--- src/hw/pmc_misc_map.svh ---
`ifndef PMC_MISC_MAP_SVH
`define PMC_MISC_MAP_SVH
// Register byte offsets
`define PMC_MISC_CONFIG_OFFSET  8'hf0
`define PMC_POWER_LEVEL_OFFSET  8'hf8
// Field positions in the miscellaneous configuration word
`define PMC_BIT_DEEP_OFF_WAKE   15
`define PMC_BIT_LIGHT_WAKE      13
`define PMC_BIT_LIGHT_SLEEP     10
`define PMC_BIT_SERIAL_BYPASS   2
`define PMC_BIT_BUS_BYPASS      1
`define PMC_BIT_KEEP_CLOCK      0
// Writable bits and reset values
`define PMC_MISC_WRITE_MASK     32'h0000a407
`define PMC_MISC_STICKY_MASK    32'h0000a400
`define PMC_MISC_RESET_VALUE    32'h00002400
`define PMC_POWER_RESET_VALUE   2'h0
// Power level encodings
`define PMC_LEVEL_FULL_ON       2'h0
`define PMC_LEVEL_UNSUPPORTED   2'h1
`define PMC_LEVEL_LIGHT_SLEEP   2'h2
`define PMC_LEVEL_DEEP_OFF      2'h3
// Clock run request hold time in cycles
`define PMC_CLKRUN_HOLD_CYCLES  4'h2
`endif

--- src/hw/pmc_misc_pkg.sv ---
package pmc_misc_pkg;
  // Power level of the function
  typedef enum logic [1:0] {
    pmc_full_on_type_e   = 2'h0,
    pmc_unsupp_type_e    = 2'h1,
    pmc_light_type_e     = 2'h2,
    pmc_deep_type_e      = 2'h3
  } pmc_level_type;
  // Bus slave states, one-hot
  typedef enum logic [2:0] {
    pmc_idle_type_s  = 3'h1,
    pmc_read_type_s  = 3'h2,
    pmc_done_type_s  = 3'h4
  } pmc_bus_state_type;
endpackage : pmc_misc_pkg

--- src/hw/pmc_clkrun_ctrl.sv ---
`timescale 1ns/1ns
`include "pmc_misc_map.svh"
// Clock run agent: decides whether to hold the bus clock running
module pmc_clkrun_ctrl import pmc_misc_pkg::*; (
  input  wire logic clock,
  input  wire logic reset,
  input  wire logic keep_clock,
  input  wire logic stop_request,
  input  wire logic busy,
  output logic      hold_run_q
);
  logic [3:0] hold_cnt_q;  // Stretch after a refused stop request
  // Assert the run request when a stop request comes while keeping the clock or still busy
  always_ff @(posedge clock) begin
    if (reset) begin
      hold_cnt_q <= 4'h0;
      hold_run_q <= 1'b0;
    end else if (stop_request && (keep_clock || busy)) begin
      hold_cnt_q <= `PMC_CLKRUN_HOLD_CYCLES;
      hold_run_q <= 1'b1;
    end else if (hold_cnt_q != 4'h0) begin
      hold_cnt_q <= hold_cnt_q - 4'h1;
      hold_run_q <= 1'b1;
    end else begin
      hold_run_q <= 1'b0;
    end
  end
endmodule : pmc_clkrun_ctrl

--- src/hw/pmc_clock_gate.sv ---
`timescale 1ns/1ns
// Enable-style clock gate model; bypass forces the enable on
module pmc_clock_gate import pmc_misc_pkg::*; (
  input  wire logic clock,
  input  wire logic reset,
  input  wire logic bypass,
  input  wire logic want_run,
  output logic      gate_open_q
);
  // Register the enable so the gate never glitches
  always_ff @(posedge clock) begin
    if (reset) begin
      gate_open_q <= 1'b0;
    end else begin
      gate_open_q <= bypass | want_run;
    end
  end
endmodule : pmc_clock_gate

--- src/hw/pmc_misc_config.sv ---
// The implementer's own choice: register access over Avalon-MM.
`timescale 1ns/1ns
`include "pmc_misc_map.svh"
// Functional notes
// - Upper sixteen bits read zero, ignore writes
// - Reserved low bits read zero, ignore writes
// - Bit 15 drives deep-off wake capability
// - Bit 13 drives light-sleep wake capability
// - Bit 10 drives light-sleep state capability
// - Capability bits survive bus reset, D3 exit
// - Bit 2 bypasses serial clock gating
// - Bit 1 bypasses bus clock gating
// - Bit 0 set refuses clock stop
// - Bit 0 clear permits clock stop
// - Power level encoded in two bits
module pmc_misc_config import pmc_misc_pkg::*; (
  input  wire logic        clock,
  input  wire logic        reset,
  input  wire logic        bus_reset_input,
  input  wire logic [7:0]  address,
  input  wire logic        read,
  input  wire logic        write,
  input  wire logic [31:0] writedata,
  input  wire logic [3:0]  byteenable,
  output logic [31:0]      readdata,
  output logic             waitrequest,
  output logic [1:0]       response,
  input  wire logic        serial_clock_want,
  input  wire logic        bus_clock_want,
  input  wire logic        clock_stop_request,
  input  wire logic        bus_busy,
  output logic             wake_from_deep_off_support,
  output logic             wake_from_light_sleep_support,
  output logic             light_sleep_state_support,
  output logic             serial_clock_enable,
  output logic             bus_clock_enable,
  output logic             clock_run_hold,
  output logic [1:0]       current_power_level
);
  logic [31:0]       misc_q;          // Configuration word, stored bits only
  logic [31:0]       sticky_q;        // Capability bits, kept over the bus reset pin
  logic [2:0]        ctrl_q;          // Test and clock-run controls
  logic              wr_accept;       // A write takes effect at this edge
  logic [1:0]        level_q;         // Power level
  logic [1:0]        prev_level_q;    // Previous level for transition checks
  logic              rst_sync1_q;     // Bus reset pin, first stage
  logic              rst_sync2_q;     // Bus reset pin, second stage
  logic [31:0]       wmask;           // Byte lane write mask
  logic              hit_misc;        // Address decode
  logic              hit_level;       // Address decode
  pmc_bus_state_type state_q;         // Bus slave state
  logic              serial_gate_q;   // From serial gate
  logic              bus_gate_q;      // From bus gate
  logic              hold_q;          // From clock run agent
  logic              local_reset;     // Reset of non-sticky logic

  // Bus reset pin is asynchronous to us: two stages before use
  always_ff @(posedge clock) begin
    if (reset) begin
      rst_sync1_q <= 1'b0;
      rst_sync2_q <= 1'b0;
    end else begin
      rst_sync1_q <= bus_reset_input;
      rst_sync2_q <= rst_sync1_q;
    end
  end

  // Non-sticky state also resets on the bus reset pin
  assign local_reset = reset | rst_sync2_q;
  assign hit_misc    = (address == `PMC_MISC_CONFIG_OFFSET);
  assign hit_level   = (address == `PMC_POWER_LEVEL_OFFSET);
  // Writes land in the answer cycle, while the master still holds them
  assign wr_accept   = write && (state_q == pmc_done_type_s);
  // Two separately reset parts; reserved bits of both stay zero
  assign misc_q      = sticky_q | {29'h0, ctrl_q};

  // Expand byte enables into a bit mask
  always_comb begin
    for (int i = 0; i < 4; i++) begin
      wmask[i*8 +: 8] = {8{byteenable[i]}};
    end
  end

  // Slave sequencing: every access is answered two cycles after it is seen
  always_ff @(posedge clock) begin
    if (reset) begin
      state_q <= pmc_idle_type_s;
    end else begin
      case (state_q)
        pmc_idle_type_s: begin
          // Take a read or a write; the master holds it until answered
          if (read || write) begin
            state_q <= pmc_read_type_s;
          end
        end
        pmc_read_type_s: begin
          // Lookup cycle for both directions; read data registered here
          state_q <= pmc_done_type_s;
        end
        pmc_done_type_s: begin
          // Answer cycle; back to idle so a held strobe is not taken twice
          state_q <= pmc_idle_type_s;
        end
        default: begin
          // Illegal code: recover to idle
          state_q <= pmc_idle_type_s;
        end
      endcase
    end
  end

  // Waitrequest from a flop, low only in the answer cycle
  always_ff @(posedge clock) begin
    if (reset) begin
      waitrequest <= 1'b1;
    end else begin
      // Costs writes a wait state, but keeps the output glitch free
      waitrequest <= (state_q != pmc_read_type_s);
    end
  end

  // Register read data; reserved and upper bits are never stored
  always_ff @(posedge clock) begin
    if (reset) begin
      readdata <= 32'h0000_0000;
      response <= 2'h0;
    end else if (state_q == pmc_read_type_s && read) begin
      if (hit_misc) begin
        readdata <= misc_q & `PMC_MISC_WRITE_MASK;
        response <= 2'h0;
      end else if (hit_level) begin
        readdata <= {30'h0, level_q};
        response <= 2'h0;
      end else begin
        // Unmapped: zero data with slave error
        readdata <= 32'h0000_0000;
        response <= 2'h2;
      end
    end
  end

  // Sticky capability bits: only the core reset touches them
  always_ff @(posedge clock) begin
    if (reset) begin
      sticky_q <= `PMC_MISC_RESET_VALUE & `PMC_MISC_STICKY_MASK;
    end else if (wr_accept && hit_misc) begin
      // Writes to reserved bits drop through the mask
      sticky_q <= ((sticky_q & ~wmask) | (writedata & wmask))
                  & `PMC_MISC_STICKY_MASK;
    end
  end

  // Test and clock-run controls clear on either reset
  always_ff @(posedge clock) begin
    if (local_reset) begin
      ctrl_q <= 3'(`PMC_MISC_RESET_VALUE);
    end else if (wr_accept && hit_misc && byteenable[0]) begin
      ctrl_q <= writedata[2:0];
    end
  end

  // Power level register; D3 to D0 does not touch capability bits
  always_ff @(posedge clock) begin
    if (local_reset) begin
      level_q      <= `PMC_POWER_RESET_VALUE;
      prev_level_q <= `PMC_POWER_RESET_VALUE;
    end else begin
      prev_level_q <= level_q;
      // The unsupported level is refused and the old level kept
      if (wr_accept && hit_level && byteenable[0] &&
          writedata[1:0] != `PMC_LEVEL_UNSUPPORTED) begin
        level_q <= writedata[1:0];
      end
    end
  end

  // Serial clock gate with bypass
  pmc_clock_gate u_serial_gate (
    .clock       (clock),
    .reset       (reset),
    .bypass      (misc_q[`PMC_BIT_SERIAL_BYPASS]),
    .want_run    (serial_clock_want),
    .gate_open_q (serial_gate_q)
  );

  // Bus clock gate with bypass
  pmc_clock_gate u_bus_gate (
    .clock       (clock),
    .reset       (reset),
    .bypass      (misc_q[`PMC_BIT_BUS_BYPASS]),
    .want_run    (bus_clock_want),
    .gate_open_q (bus_gate_q)
  );

  // Clock run agent: refuse stops when kept or busy, and through the stretch after
  pmc_clkrun_ctrl u_clkrun (
    .clock        (clock),
    .reset        (local_reset),
    .keep_clock   (misc_q[`PMC_BIT_KEEP_CLOCK]),
    .stop_request (clock_stop_request),
    .busy         (bus_busy),
    .hold_run_q   (hold_q)
  );

  // Outputs straight from flip-flops
  always_ff @(posedge clock) begin
    if (reset) begin
      wake_from_deep_off_support    <= 1'b0;
      wake_from_light_sleep_support <= 1'b1;
      light_sleep_state_support     <= 1'b1;
      serial_clock_enable           <= 1'b0;
      bus_clock_enable              <= 1'b0;
      clock_run_hold                <= 1'b0;
      current_power_level           <= `PMC_POWER_RESET_VALUE;
    end else begin
      wake_from_deep_off_support    <= misc_q[`PMC_BIT_DEEP_OFF_WAKE];
      wake_from_light_sleep_support <= misc_q[`PMC_BIT_LIGHT_WAKE];
      light_sleep_state_support     <= misc_q[`PMC_BIT_LIGHT_SLEEP];
      serial_clock_enable           <= serial_gate_q;
      bus_clock_enable              <= bus_gate_q;
      clock_run_hold                <= hold_q;
      current_power_level           <= level_q;
    end
  end

  // Checks
  // Upper half of a configuration word read is always zero
  chk_upper_zero: assert property (@(posedge clock) disable iff (reset)
    (state_q == pmc_done_type_s && hit_misc) |-> readdata[31:16] == 16'h0)
    else $error("upper bits not zero");
  // Reserved low bits of every answer are zero
  chk_reserved_zero: assert property (@(posedge clock) disable iff (reset)
    (state_q == pmc_done_type_s) |-> (readdata[14] == 1'b0 && readdata[12:11] == 2'h0 &&
    readdata[9:3] == 7'h0))
    else $error("reserved bits not zero");
  // Nothing but the writable bits is ever stored
  chk_stored_mask: assert property (@(posedge clock) disable iff (reset)
    (misc_q & ~`PMC_MISC_WRITE_MASK) == 32'h0)
    else $error("reserved bit stored");
  // Capability outputs copy the stored bits a cycle later
  chk_deep_wake: assert property (@(posedge clock) disable iff (reset)
    ##1 wake_from_deep_off_support == $past(misc_q[15]))
    else $error("deep wake capability wrong");
  chk_light_wake: assert property (@(posedge clock) disable iff (reset)
    ##1 wake_from_light_sleep_support == $past(misc_q[13]))
    else $error("light wake capability wrong");
  chk_light_state: assert property (@(posedge clock) disable iff (reset)
    ##1 light_sleep_state_support == $past(misc_q[10]))
    else $error("light state capability wrong");
  // A write to lane 1 shows on the capability output two cycles on
  chk_deep_write: assert property (@(posedge clock) disable iff (reset)
    (wr_accept && hit_misc && byteenable[1]) |->
    ##2 wake_from_deep_off_support == $past(writedata[`PMC_BIT_DEEP_OFF_WAKE], 2))
    else $error("deep wake capability not written");
  // Bus reset pin leaves the capability bits alone
  chk_sticky_bits: assert property (@(posedge clock) disable iff (reset)
    (rst_sync2_q && !(write && hit_misc)) |=> $stable(misc_q[15:10]))
    else $error("capability bits lost on bus reset");
  // Leaving deep-off for full-on leaves them alone too
  chk_d3_exit_sticky: assert property (@(posedge clock) disable iff (local_reset)
    (prev_level_q == `PMC_LEVEL_DEEP_OFF && level_q == `PMC_LEVEL_FULL_ON) |->
    $stable(misc_q[15:10]))
    else $error("capability bits lost on deep-off exit");
  // Bypass forces the serial gate open
  chk_serial_bypass: assert property (@(posedge clock) disable iff (local_reset)
    misc_q[2] |-> ##2 serial_clock_enable)
    else $error("serial bypass not honoured");
  // Without bypass or a request the serial gate stays shut
  chk_serial_gated: assert property (@(posedge clock) disable iff (local_reset)
    (!misc_q[`PMC_BIT_SERIAL_BYPASS] && !serial_clock_want) |-> ##2 !serial_clock_enable)
    else $error("serial gate open without cause");
  // Bypass forces the bus gate open
  chk_bus_bypass: assert property (@(posedge clock) disable iff (local_reset)
    misc_q[1] |-> ##2 bus_clock_enable)
    else $error("bus bypass not honoured");
  // Without bypass or a request the bus gate stays shut
  chk_bus_gated: assert property (@(posedge clock) disable iff (local_reset)
    (!misc_q[`PMC_BIT_BUS_BYPASS] && !bus_clock_want) |-> ##2 !bus_clock_enable)
    else $error("bus gate open without cause");
  // Keep bit set: a stop request is refused
  chk_keep_clock: assert property (@(posedge clock) disable iff (local_reset)
    (clock_stop_request && misc_q[0]) |-> ##2 clock_run_hold)
    else $error("clock stop not refused");
  // Keep bit clear and not busy: a stop request gets through after the stretch
  chk_permit_stop: assert property (@(posedge clock) disable iff (local_reset)
    (clock_stop_request && !misc_q[`PMC_BIT_KEEP_CLOCK] && !bus_busy) [*4] |=> !hold_q)
    else $error("clock stop wrongly refused");
  // Core reset loads the defined value
  chk_reset_value: assert property (@(posedge clock)
    $fell(reset) |-> misc_q == `PMC_MISC_RESET_VALUE)
    else $error("reset value wrong");
  // The unsupported level is never entered
  chk_level_code: assert property (@(posedge clock) disable iff (local_reset)
    level_q != `PMC_LEVEL_UNSUPPORTED)
    else $error("unsupported level entered");
  // A write of the unsupported level leaves the level as it was
  chk_level_refused: assert property (@(posedge clock) disable iff (local_reset)
    (wr_accept && hit_level && writedata[1:0] == `PMC_LEVEL_UNSUPPORTED) |=>
    $stable(level_q))
    else $error("unsupported level write not refused");
  // Level output copies the level register a cycle later
  chk_level_output: assert property (@(posedge clock) disable iff (reset)
    ##1 current_power_level == $past(level_q))
    else $error("level output wrong");
endmodule : pmc_misc_config

--- config.mk ---
export PLATFORM = sky130hd
export DESIGN_NAME = pmc_misc_config
export DESIGN_NICKNAME = d
export VERILOG_FILES = /design/src/hw/pmc_misc_pkg.sv /design/src/hw/pmc_clkrun_ctrl.sv /design/src/hw/pmc_clock_gate.sv /design/src/hw/pmc_misc_config.sv
export VERILOG_INCLUDE_DIRS = /design/src /design/src/hw
export SDC_FILE = /design/constraint.sdc
export NUM_CORES = 1
export LEC_CHECK = 0
export BUFFER_PORTS_ARGS = -buffer_cell sky130_fd_sc_hd__buf_2
export CAP_MARGIN = 20
export CORE_ASPECT_RATIO = 0.75
export CORE_MARGIN = 3
export CORE_UTILIZATION = 25
export CTS_CLUSTER_DIAMETER = 40
export DETAILED_ROUTE_END_ITERATION = 10
export PLACE_DENSITY = 0.53
export SYNTH_ARGS = -nofsm -noshare
export SYNTH_HDL_FRONTEND = slang
export SYNTH_SLANG_ARGS = --single-unit
--- constraint.sdc ---
create_clock -name clock -period 1.6 [get_ports clock]
set_input_delay 0.32 -clock clock [delete_from_list [all_inputs] [get_ports clock]]
set_output_delay 0.32 -clock clock [all_outputs]
set_load 0.005 [all_outputs]
==> results of run 1 <==
## state kept, by name, summed over array words and instances, names as in the netlist, named ones only
name                           cells
rst_sync2_q                        1
u_serial_gate.gate_open_q          1
waitrequest                        1
bus_clock_enable                   1
light_sleep_state_support          1
current_power_level                2
u_bus_gate.gate_open_q             1
readdata                           6
serial_clock_enable                1
ctrl_q                             3
state_q                            3
clock_run_hold                     1
response                           1
u_clkrun.hold_run_q                1
level_q                            2
wake_from_light_sleep_support      1
u_clkrun.hold_cnt_q                4
rst_sync1_q                        1
wake_from_deep_off_support         1
## power groups by stage
| stage | combinational [mW] | sequential [mW] | clock [mW] |
|---|---|---|---|
| 4_1_cts | 0.123 | 0.930 | 0.794 |
| 2_1_floorplan | 0.120 | 0.949 | 0 |
| 5_1_grt | 0.141 | 0.932 | 0.841 |
| 3_5_place_dp | 0.122 | 0.950 | 0 |
| 3_3_place_gp | 0.122 | 0.950 | 0 |
| 6_report | 0.123 | 0.930 | 0.767 |
## synth_stat cells (3+ instances only)
master / number
clkbuf_1: 4
nand3_1: 6
a21oi_1: 10
dfxtp_1: 36
nand2_1: 8
or2_2: 3
mux2i_1: 4
nand2b_1: 3
inv_1: 3
nor2b_1: 9
buf_4: 27
nor2_1: 18
nor3_1: 5
## cells by family (layout without fill, tap and decap cells)
| logic type | Yosys count | after routing | share of synthesized area [%] |
|---|---|---|---|
| flops | 36 | 36 | 47.4 |
| compound gates | 17 | 17 | 6.41 |
| other cells | 1 | 27 | 0.246 |
| simple gates | 64 | 64 | 25.5 |
| mux | 6 | 6 | 4.11 |
| buf+inv | 35 | 54 | 15.8 |
| xor+xnor | 1 | 1 | 0.576 |
## critical path, delay by kind of cell (launching register included)
| kind | cells | cell delay, ns |
|---|---|---|
| flops | 1 | 0.31 |
| mux | 1 | 0.23 |
| simple gates | 3 | 0.82 |
## metrics by stage
stage               instances  hold WS [ns]  setup WS (ns)  power [mW]
floorplan                 186         0.414         0.0571        1.07
global placement          272         0.422        -0.0457        1.07
detailed placement        272         0.430        -0.0529        1.07
CTS                       280         0.244          0.130        1.85
global route              280         0.258         0.0251        1.91
finish                    280         0.250          0.132        1.82
## routing by layer
layer	global-route usage [%]	up-vias
met3	3.89	8
li1	-	563
met5	0	-
met1	11.9	462
met2	12.4	38
met4	3.79	0
## how the worst max path moves through the flow
stage               cells after the start    endpoint
floorplan                               5        flop
global placement                        5  level_q[1]
detailed placement                      5  level_q[1]
CTS                                     4   ctrl_q[1]
global route                            4   ctrl_q[1]
finish                                  4   ctrl_q[1]
## layout make-up
cell class | instances | share of cell area (%)
clock inverter | 2 | 1.93
timing repair buffer | 43 | 12.3
tap | 75 | 5.17
clock buffer | 6 | 4.00
multi-input combinational | 115 | 36.3
sequential | 36 | 39.7
inverter | 3 | 0.621
==> results.py, run 1 <==
metrics = {
    "placement": {
        "dp_hpwl_um": 2390,
        "place_area_sq_um": 1710,
        "numPortBuffers": 40,
        "place_congestion": 0.740,
    },
    "worst_setup_path": {
        "worstPathArrival_ns": 1.64,
        "critPathMaxStageDelay_ns": 0.39,
        "rrSetupSlack_ns": 0.13,
        "crit_path_start_kind": "flop",
        "rr_startpoint": "state_q[1]",
        "ff2ff_path_depth": 4,
        "r2r-end": "ctrl_q[1]",
        "path_class": "reg -> reg",
        "crit_fanout": 4,
        "crit_path_end_kind": "flop",
        "critical-path-slowest-cell": "nor4_4",
        "critPathLaunch": "state_q[1]",
        "crit_chain": "nand4bb_2 > nor4_4 > mux2i_1 > nor2_1",
        "cp.required_ns": 1.78,
    },
    "sta": {
        "setup_viol": 0,
        "finalCritPeriodShare_pct": 91.7,
        "maxSlewViolCount": 0,
        "fin_tns_setup_ns": 0,
        "fmax_ghz": 0.681,
        "grt_setup_unrepaired": "false",
        "fin_worst_skew_ns": 0.00402,
        "min_period_ns": 1.47,
        "hold_viol": 0,
    },
    "floorplanning": {
        "die_h_um": 73.6,
        "initial_core_util_pct": 27.1,
        "core_sq_um": 5610,
        "die_area_sq_um": 7070,
        "die_width_um": 96.1,
        "rows": 23,
        "io_pins": 96,
    },
    "synth": {
        "yosys_warnings": 0,
        "avgSynthCellArea_sq_um": 9.51,
        "syn_area_sq_um": 1520,
        "synth_edf_count": 0,
        "ys_ff_latch": 36,
        "yosysSeqAreaShare_pct": 47.4,
        "syn_inst": 160,
        "synth_cell_type_count": 33,
        "synth_area_leaders": "dfxtp_1, buf_4, nor2_1",
        "synth-main-ff-cell": "dfxtp_1",
        "synth_async_sr_flop_share_pct": 0,
        "yosys.area.top_type_share_pct": 47.4,
        "yosys.area.top_type": "dfxtp_1",
    },
    "clock_network": {
        "cts_resized": 0,
        "cts-root-buf": "clkbuf_8",
        "cts_setup_buffers": 0,
        "path_clk_slew_ns": 0.07,
        "cts_inserted_buffers": 5,
        "cts_tree": "yes",
        "cts.sinks": 36,
        "cts_buffer_depth": 2,
        "clkLatencyLatePin_ns": 0.28,
        "cts_hold_buf": 0,
        "htreeDepth": 2,
    },
    "run": {
        "max_cap_viol_count": 0,
    },
    "global_route": {
        "grt_overflow": 0,
        "grt_max_degree": 17,
        "grt_usage_pct": 8.93,
        "grt_pass1_wl_um": 4690,
        "grt_pass1_vias": 990,
        "antenna_found_initial": 0,
    },
    "cells_and_area": {
        "num-fill-cells": 617,
        "seqCellArea_sq_um": 721,
        "fin_nets": 257,
        "design_area_sq_um": 1810,
        "antennaDiodeCount": 0,
        "final_common_cell": "buf_2",
        "drive_above_1_share_pct": 29.8,
        "fin_util_pct": 32.3,
        "final_cell_mix": "buf_2, dfxtp_1, conb_1, nor2_1, a21oi_1",
        "multi_input_area_sq_um": 658,
        "area_delta_synth_final_pct": 19.2,
    },
    "power": {
        "pwr-share-seq_pct": 51.1,
        "power_switching_mw": 0.386,
        "p_comb_share_pct": 6.7,
        "vdd_ir_drop_max_uv": 352,
        "switching_share_pct": 21.2,
        "p_per_area_nw_per_um2": 1000,
        "p_leak_nw": 0.788,
        "internal_power_mw": 1.43,
        "pwr-share-clk_pct": 42.1,
    },
    "detailed_routing": {
        "totalWireLength_um": 3000,
        "drc": 0,
        "num_vias": 1071,
        "met1Wirelength_um": 1460,
        "top_layer": "met4",
        "vias_per_cell": 3.83,
        "firstDrtPassIters": 3,
        "met3WireLength_um": 266,
        "ant_nets": 0,
        "wire_per_inst_um": 10.7,
        "wl_met2_um": 1240,
        "drt_iter0_markers": 28,
    },
    "worst_hold_path": {
        "min_to": "u_serial_gate.gate_open_q",
        "hp-class": "in -> reg",
        "whs_path_depth": 3,
        "min_from": "serial_clock_want",
    },
    "status": {
        "status": "finished clean",
    },
}
Power figures use the tool's default switching activity.
==> run 2: changes to the inputs <==
--- a/config.mk
+++ b/config.mk
@@ -10,10 +10,11 @@
 export CAP_MARGIN = 20
 export CORE_ASPECT_RATIO = 0.75
 export CORE_MARGIN = 3
-export CORE_UTILIZATION = 25
+export CORE_UTILIZATION = 34
 export CTS_CLUSTER_DIAMETER = 40
 export DETAILED_ROUTE_END_ITERATION = 10
-export PLACE_DENSITY = 0.53
+export PLACE_DENSITY = 0.68
+export SETUP_SLACK_MARGIN = 0.15
 export SYNTH_ARGS = -nofsm -noshare
 export SYNTH_HDL_FRONTEND = slang
 export SYNTH_SLANG_ARGS = --single-unit
==> run 2 against run 1 <==
Compared with the run above:
- critical path depth rose by 3
- core utilization rose by 11 points
- combinational power rose by 5%
- non-clock buffer count rose by 3
- fmax rose by 5.2%
- final cell count fell by 6.1%
- total power fell by 6.1%
- flip-flop and latch count did not move
- clock-buffer cell count rose by 1
- critical path type is now in -> reg
==> results.py, run 2 (synthesis results as in run 1) <==
metrics = {
    "status": {
        "status": "finished clean",
    },
    "worst_setup_path": {
        "rrSetupSlack_ns": 0.25,
        "critPathLaunch": "address[0]",
        "worstPathArrival_ns": 1.61,
        "rr_startpoint": "state_q[0]",
        "crit_fanout": 4,
        "path_class": "in -> reg",
        "ff2ff_path_depth": 6,
        "crit_path_start_kind": "input pin",
        "cp.required_ns": 1.82,
        "crit_path_end_kind": "flop",
    },
    "power": {
        "p_leak_nw": 0.792,
        "p_per_area_nw_per_um2": 945,
        "vdd_ir_drop_max_uv": 423,
    },
    "floorplanning": {
        "die_area_sq_um": 5320,
        "rows": 20,
        "die_width_um": 83.2,
        "io_pins": 96,
        "core_sq_um": 4180,
        "initial_core_util_pct": 36.4,
        "die_h_um": 63.9,
    },
    "clock_network": {
        "clkLatencyLatePin_ns": 0.28,
        "cts.sinks": 36,
        "cts_buffer_depth": 2,
        "htreeDepth": 2,
        "cts_inserted_buffers": 5,
        "cts-root-buf": "clkbuf_8",
        "path_clk_slew_ns": 0.07,
        "cts_tree": "yes",
        "cts_hold_buf": 0,
    },
    "sta": {
        "maxSlewViolCount": 0,
        "setup_viol": 0,
        "fmax_ghz": 0.717,
        "fin_tns_setup_ns": 0,
        "finalCritPeriodShare_pct": 87.2,
        "grt_setup_unrepaired": "true",
        "fin_worst_skew_ns": 0.00922,
        "finalWorstSetupSlack_ns": 0.205,
        "min_period_ns": 1.39,
        "hold_viol": 0,
    },
    "global_route": {
        "grt_max_degree": 15,
        "grt_overflow": 0,
        "grt_pass1_vias": 931,
        "grt_pass1_wl_um": 4150,
        "grt_usage_pct": 10.0,
        "antenna_found_initial": 0,
    },
    "placement": {
        "place_ws_ns": -0.0363,
        "dp_hpwl_um": 2210,
        "place_area_sq_um": 1700,
        "place_congestion": 0.693,
        "numPortBuffers": 40,
    },
    "cells_and_area": {
        "num-fill-cells": 437,
        "final_common_cell": "buf_2",
        "largest_register": "readdata",
        "design_area_sq_um": 1810,
        "fin_util_pct": 43.3,
        "final_cell_mix": "buf_2, dfxtp_1, conb_1, nor2_1, a21oi_1",
        "area_delta_synth_final_pct": 18.9,
        "fin_nets": 260,
        "drive_above_1_share_pct": 30.8,
        "antennaDiodeCount": 0,
        "largestRegisters": "readdata x6, u_clkrun.hold_cnt_q x4",
        "largest_register_ffs": 6,
    },
    "worst_hold_path": {
        "whs_path_depth": 2,
        "hp-class": "in -> reg",
    },
    "detailed_routing": {
        "wire_per_inst_um": 10.6,
        "firstDrtPassIters": 4,
        "totalWireLength_um": 2780,
        "num_vias": 1093,
        "drt_iter0_markers": 29,
        "drc": 0,
        "ant_nets": 0,
        "vias_per_cell": 4.16,
    },
    "run": {
        "max_cap_viol_count": 0,
    },
}
-- run 2: cell types whose count changed in the layout (fill, tap and decap cells not counted), sizes merged --
cell	before	now
buf	43	46
bufinv	1	0
clkbuf	6	7
clkinv	1	0
clkinvlp	0	1
-- run 2: repair_timing --
action                                  4_1_cts  5_1_grt
gates resized for setup                       0        1
buffers inserted                              0        1
pin swaps                                     1        4
endpoints found under the setup margin        3        7
-- run 2: layer usage --
metal  GRT usage [%]  wire, um  vias to the layer above  share of wire (%)
li1                -         -                      571                  -
met1            13.2      1350                      478                 48
met2            13.5      1120                       39                 40
met3            4.12       261                        5                9.4
met4            6.12        49                        0                1.8
met5               0         0                        -                  0
-- run 2: area by class of cell --
type / count / area (sq um) / area share (%)
Timing Repair Buffer: 46 / 245 / 13.6
Multi-Input combinational cell: 115 / 669 / 37.0
Clock buffer: 7 / 86.3 / 4.77
Sequential cell: 36 / 721 / 39.8
Tap cell: 55 / 68.8 / 3.80
Clock inverter: 1 / 7.51 / 0.415
Inverter: 3 / 11.3 / 0.622
-- run 2: worst max-delay path, cell delays in order --
cell and delay [ns]:
buf_2 0.09, or3_4 0.41, buf_4 0.17, nor4_4 0.28, buf_4 0.19, nor2_1 0.04, a21oi_1 0.11
-- run 2: through the flow --
stage               power (mW)  std cells  hold slack [ns]
finish                    1.71        263            0.248
global placement          1.07        254            0.415
floorplan                 1.07        186            0.414
detailed placement        1.08        254            0.423
CTS                       1.72        262            0.241
global route              1.78        263            0.249
-- run 2: power breakdown --
group / switching [mW] / total, mW / internal (mW)
Clock: 0.300 / 0.649 / 0.349
Combinational: 0.0711 / 0.129 / 0.0578
Sequential: 0.0121 / 0.931 / 0.919
Total: 0.383 / 1.71 / 1.33
-- run 2: worst min-delay path by stage --
stage,from,to
floorplan,u_bus_gate.gate_open_q,bus_clock_enable
global placement,u_clkrun.hold_run_q,clock_run_hold
detailed placement,u_clkrun.hold_run_q,clock_run_hold
CTS,bus_reset_input,rst_sync1_q
global route,bus_reset_input,rst_sync1_q
finish,bus_reset_input,rst_sync1_q
==> run 3: changes to the inputs <==
--- a/config.mk
+++ b/config.mk
@@ -10,10 +10,10 @@
 export CAP_MARGIN = 20
 export CORE_ASPECT_RATIO = 0.75
 export CORE_MARGIN = 3
-export CORE_UTILIZATION = 34
+export CORE_UTILIZATION = 38
 export CTS_CLUSTER_DIAMETER = 40
 export DETAILED_ROUTE_END_ITERATION = 10
-export PLACE_DENSITY = 0.68
+export PLACE_DENSITY = 0.75
 export SETUP_SLACK_MARGIN = 0.15
 export SYNTH_ARGS = -nofsm -noshare
 export SYNTH_HDL_FRONTEND = slang
==> run 3 against run 2 <==
Compared with the run above:
- clock skew is 0.0073 ns lower
- first-iteration DRC count rose by 17%
- via count up 0.37%
- flip-flop and latch count unchanged
- sequential share of layout area increased by 0.50 points
- total power fell by 0.82%
- register-to-register slack improved by 0.04 ns
- worst hold slack better by 0.0054 ns
- highest routed layer unchanged
==> results.py, run 3 (synthesis results as in run 1) <==
metrics = {
    "status": {
        "status": "finished clean",
    },
    "cells_and_area": {
        "largest_register_ffs": 6,
        "design_area_sq_um": 1790,
        "fin_util_pct": 47.6,
        "largestRegisters": "readdata x6, u_clkrun.hold_cnt_q x4",
        "final_cell_mix": "buf_2, dfxtp_1, conb_1, nor2_1, a21oi_1",
        "area_delta_synth_final_pct": 17.4,
        "final_common_cell": "buf_2",
        "fin_cells": 258,
        "largest_register": "readdata",
        "fin_nets": 258,
        "drive_above_1_share_pct": 29.6,
        "antennaDiodeCount": 0,
    },
    "power": {
        "p_leak_nw": 0.785,
        "p_per_area_nw_per_um2": 949,
        "power.total_mw": 1.70,
        "vdd_ir_drop_max_uv": 380,
    },
    "placement": {
        "place_ws_ns": -0.00784,
        "place_area_sq_um": 1690,
        "dp_hpwl_um": 2220,
        "numPortBuffers": 40,
        "placedCellCount": 250,
        "place_congestion": 0.822,
    },
    "worst_setup_path": {
        "crit_path_end_kind": "flop",
        "path_class": "in -> reg",
        "ff2ff_path_depth": 4,
        "crit_fanout": 4,
        "critPathLaunch": "address[2]",
        "rr_startpoint": "state_q[1]",
        "crit_path_start_kind": "input pin",
        "cp.required_ns": 1.76,
        "worstPathArrival_ns": 1.48,
    },
    "sta": {
        "fmax_ghz": 0.759,
        "hold_viol": 0,
        "maxSlewViolCount": 0,
        "fin_tns_setup_ns": 0,
        "setup_viol": 0,
        "fin_hold_ws_ns": 0.254,
        "finalWorstSetupSlack_ns": 0.282,
        "min_period_ns": 1.32,
        "finalCritPeriodShare_pct": 82.4,
        "grt_setup_unrepaired": "false",
        "fin_worst_skew_ns": 0.00193,
    },
    "run": {
        "max_cap_viol_count": 0,
    },
    "detailed_routing": {
        "firstDrtPassIters": 4,
        "drt_iter0_markers": 34,
        "vias_per_cell": 4.25,
        "drc": 0,
        "ant_nets": 0,
        "wire_per_inst_um": 10.9,
        "totalWireLength_um": 2810,
        "num_vias": 1097,
    },
    "worst_hold_path": {
        "min_from": "serial_clock_want",
        "hp-class": "in -> reg",
        "whs_path_depth": 3,
    },
    "clock_network": {
        "path_clk_slew_ns": 0.07,
        "cts_inserted_buffers": 5,
        "htreeDepth": 2,
        "cts_tree": "yes",
        "cts.sinks": 36,
        "cts-root-buf": "clkbuf_8",
        "clkLatencyLatePin_ns": 0.28,
        "cts_setup_buffers": 0,
        "cts_buffer_depth": 2,
    },
    "global_route": {
        "antenna_found_initial": 0,
        "grt_usage_pct": 11.6,
        "grt_overflow": 0,
        "grt_pass1_vias": 937,
        "grt_pass1_wl_um": 4200,
        "grt_max_degree": 17,
    },
    "floorplanning": {
        "rows": 19,
        "io_pins": 96,
        "die_h_um": 60.8,
        "die_area_sq_um": 4810,
        "initial_core_util_pct": 40.5,
        "core_sq_um": 3760,
        "die_width_um": 79.1,
    },
}
## run 3: cell count changes in the layout (fill, tap and decap cells not counted)
cell,before,now
buf_4,6,4
clkbuf_1,1,2
clkinvlp_4,1,0
## run 3: critical path: stages
cell and delay [ns]:
buf_2 0.09, or3_4 0.41, or2_0 0.21, o41ai_1 0.34, a21oi_1 0.10
## run 3: per-layer routing
| layer | vias up | part of all wire (%) | track usage (%) |
|---|---|---|---|
| li1 | 569 | - | - |
| met1 | 485 | 47 | 15.2 |
| met2 | 39 | 43 | 17.6 |
| met3 | 4 | 8.5 | 3.71 |
| met4 | 0 | 0.82 | 5.15 |
| met5 | - | 0 | 0 |
## run 3: worst paths after layout
check	to	slack (ns)
setup / recovery	level_q[1]	0.28
hold / removal	u_serial_gate.gate_open_q	0.25
setup reg to reg	ctrl_q[1]	0.29
hold reg to reg	clock_run_hold	0.44
## run 3: layout make-up
| class | instances | area (sq um) |
|---|---|---|
| Fill cell | 393 | 1970 |
| Tap cell | 52 | 65.1 |
| Clock buffer | 8 | 90.1 |
| Multi-Input combinational cell | 115 | 669 |
| Inverter | 3 | 11.3 |
| Timing Repair Buffer | 44 | 230 |
| Sequential cell | 36 | 721 |
## run 3: where the power goes
group	internal [mW]	switching, mW	total (mW)
Sequential	0.919	0.0123	0.931
Combinational	0.0563	0.0699	0.126
Clock	0.351	0.287	0.638
Total	1.33	0.369	1.70
## run 3: what timing repair did
item                                    in CTS  in global routing
hold buffers                                 0                  0
resized for setup                            0                  1
pin swaps                                    1                  0
endpoints found under the setup margin       3                  8
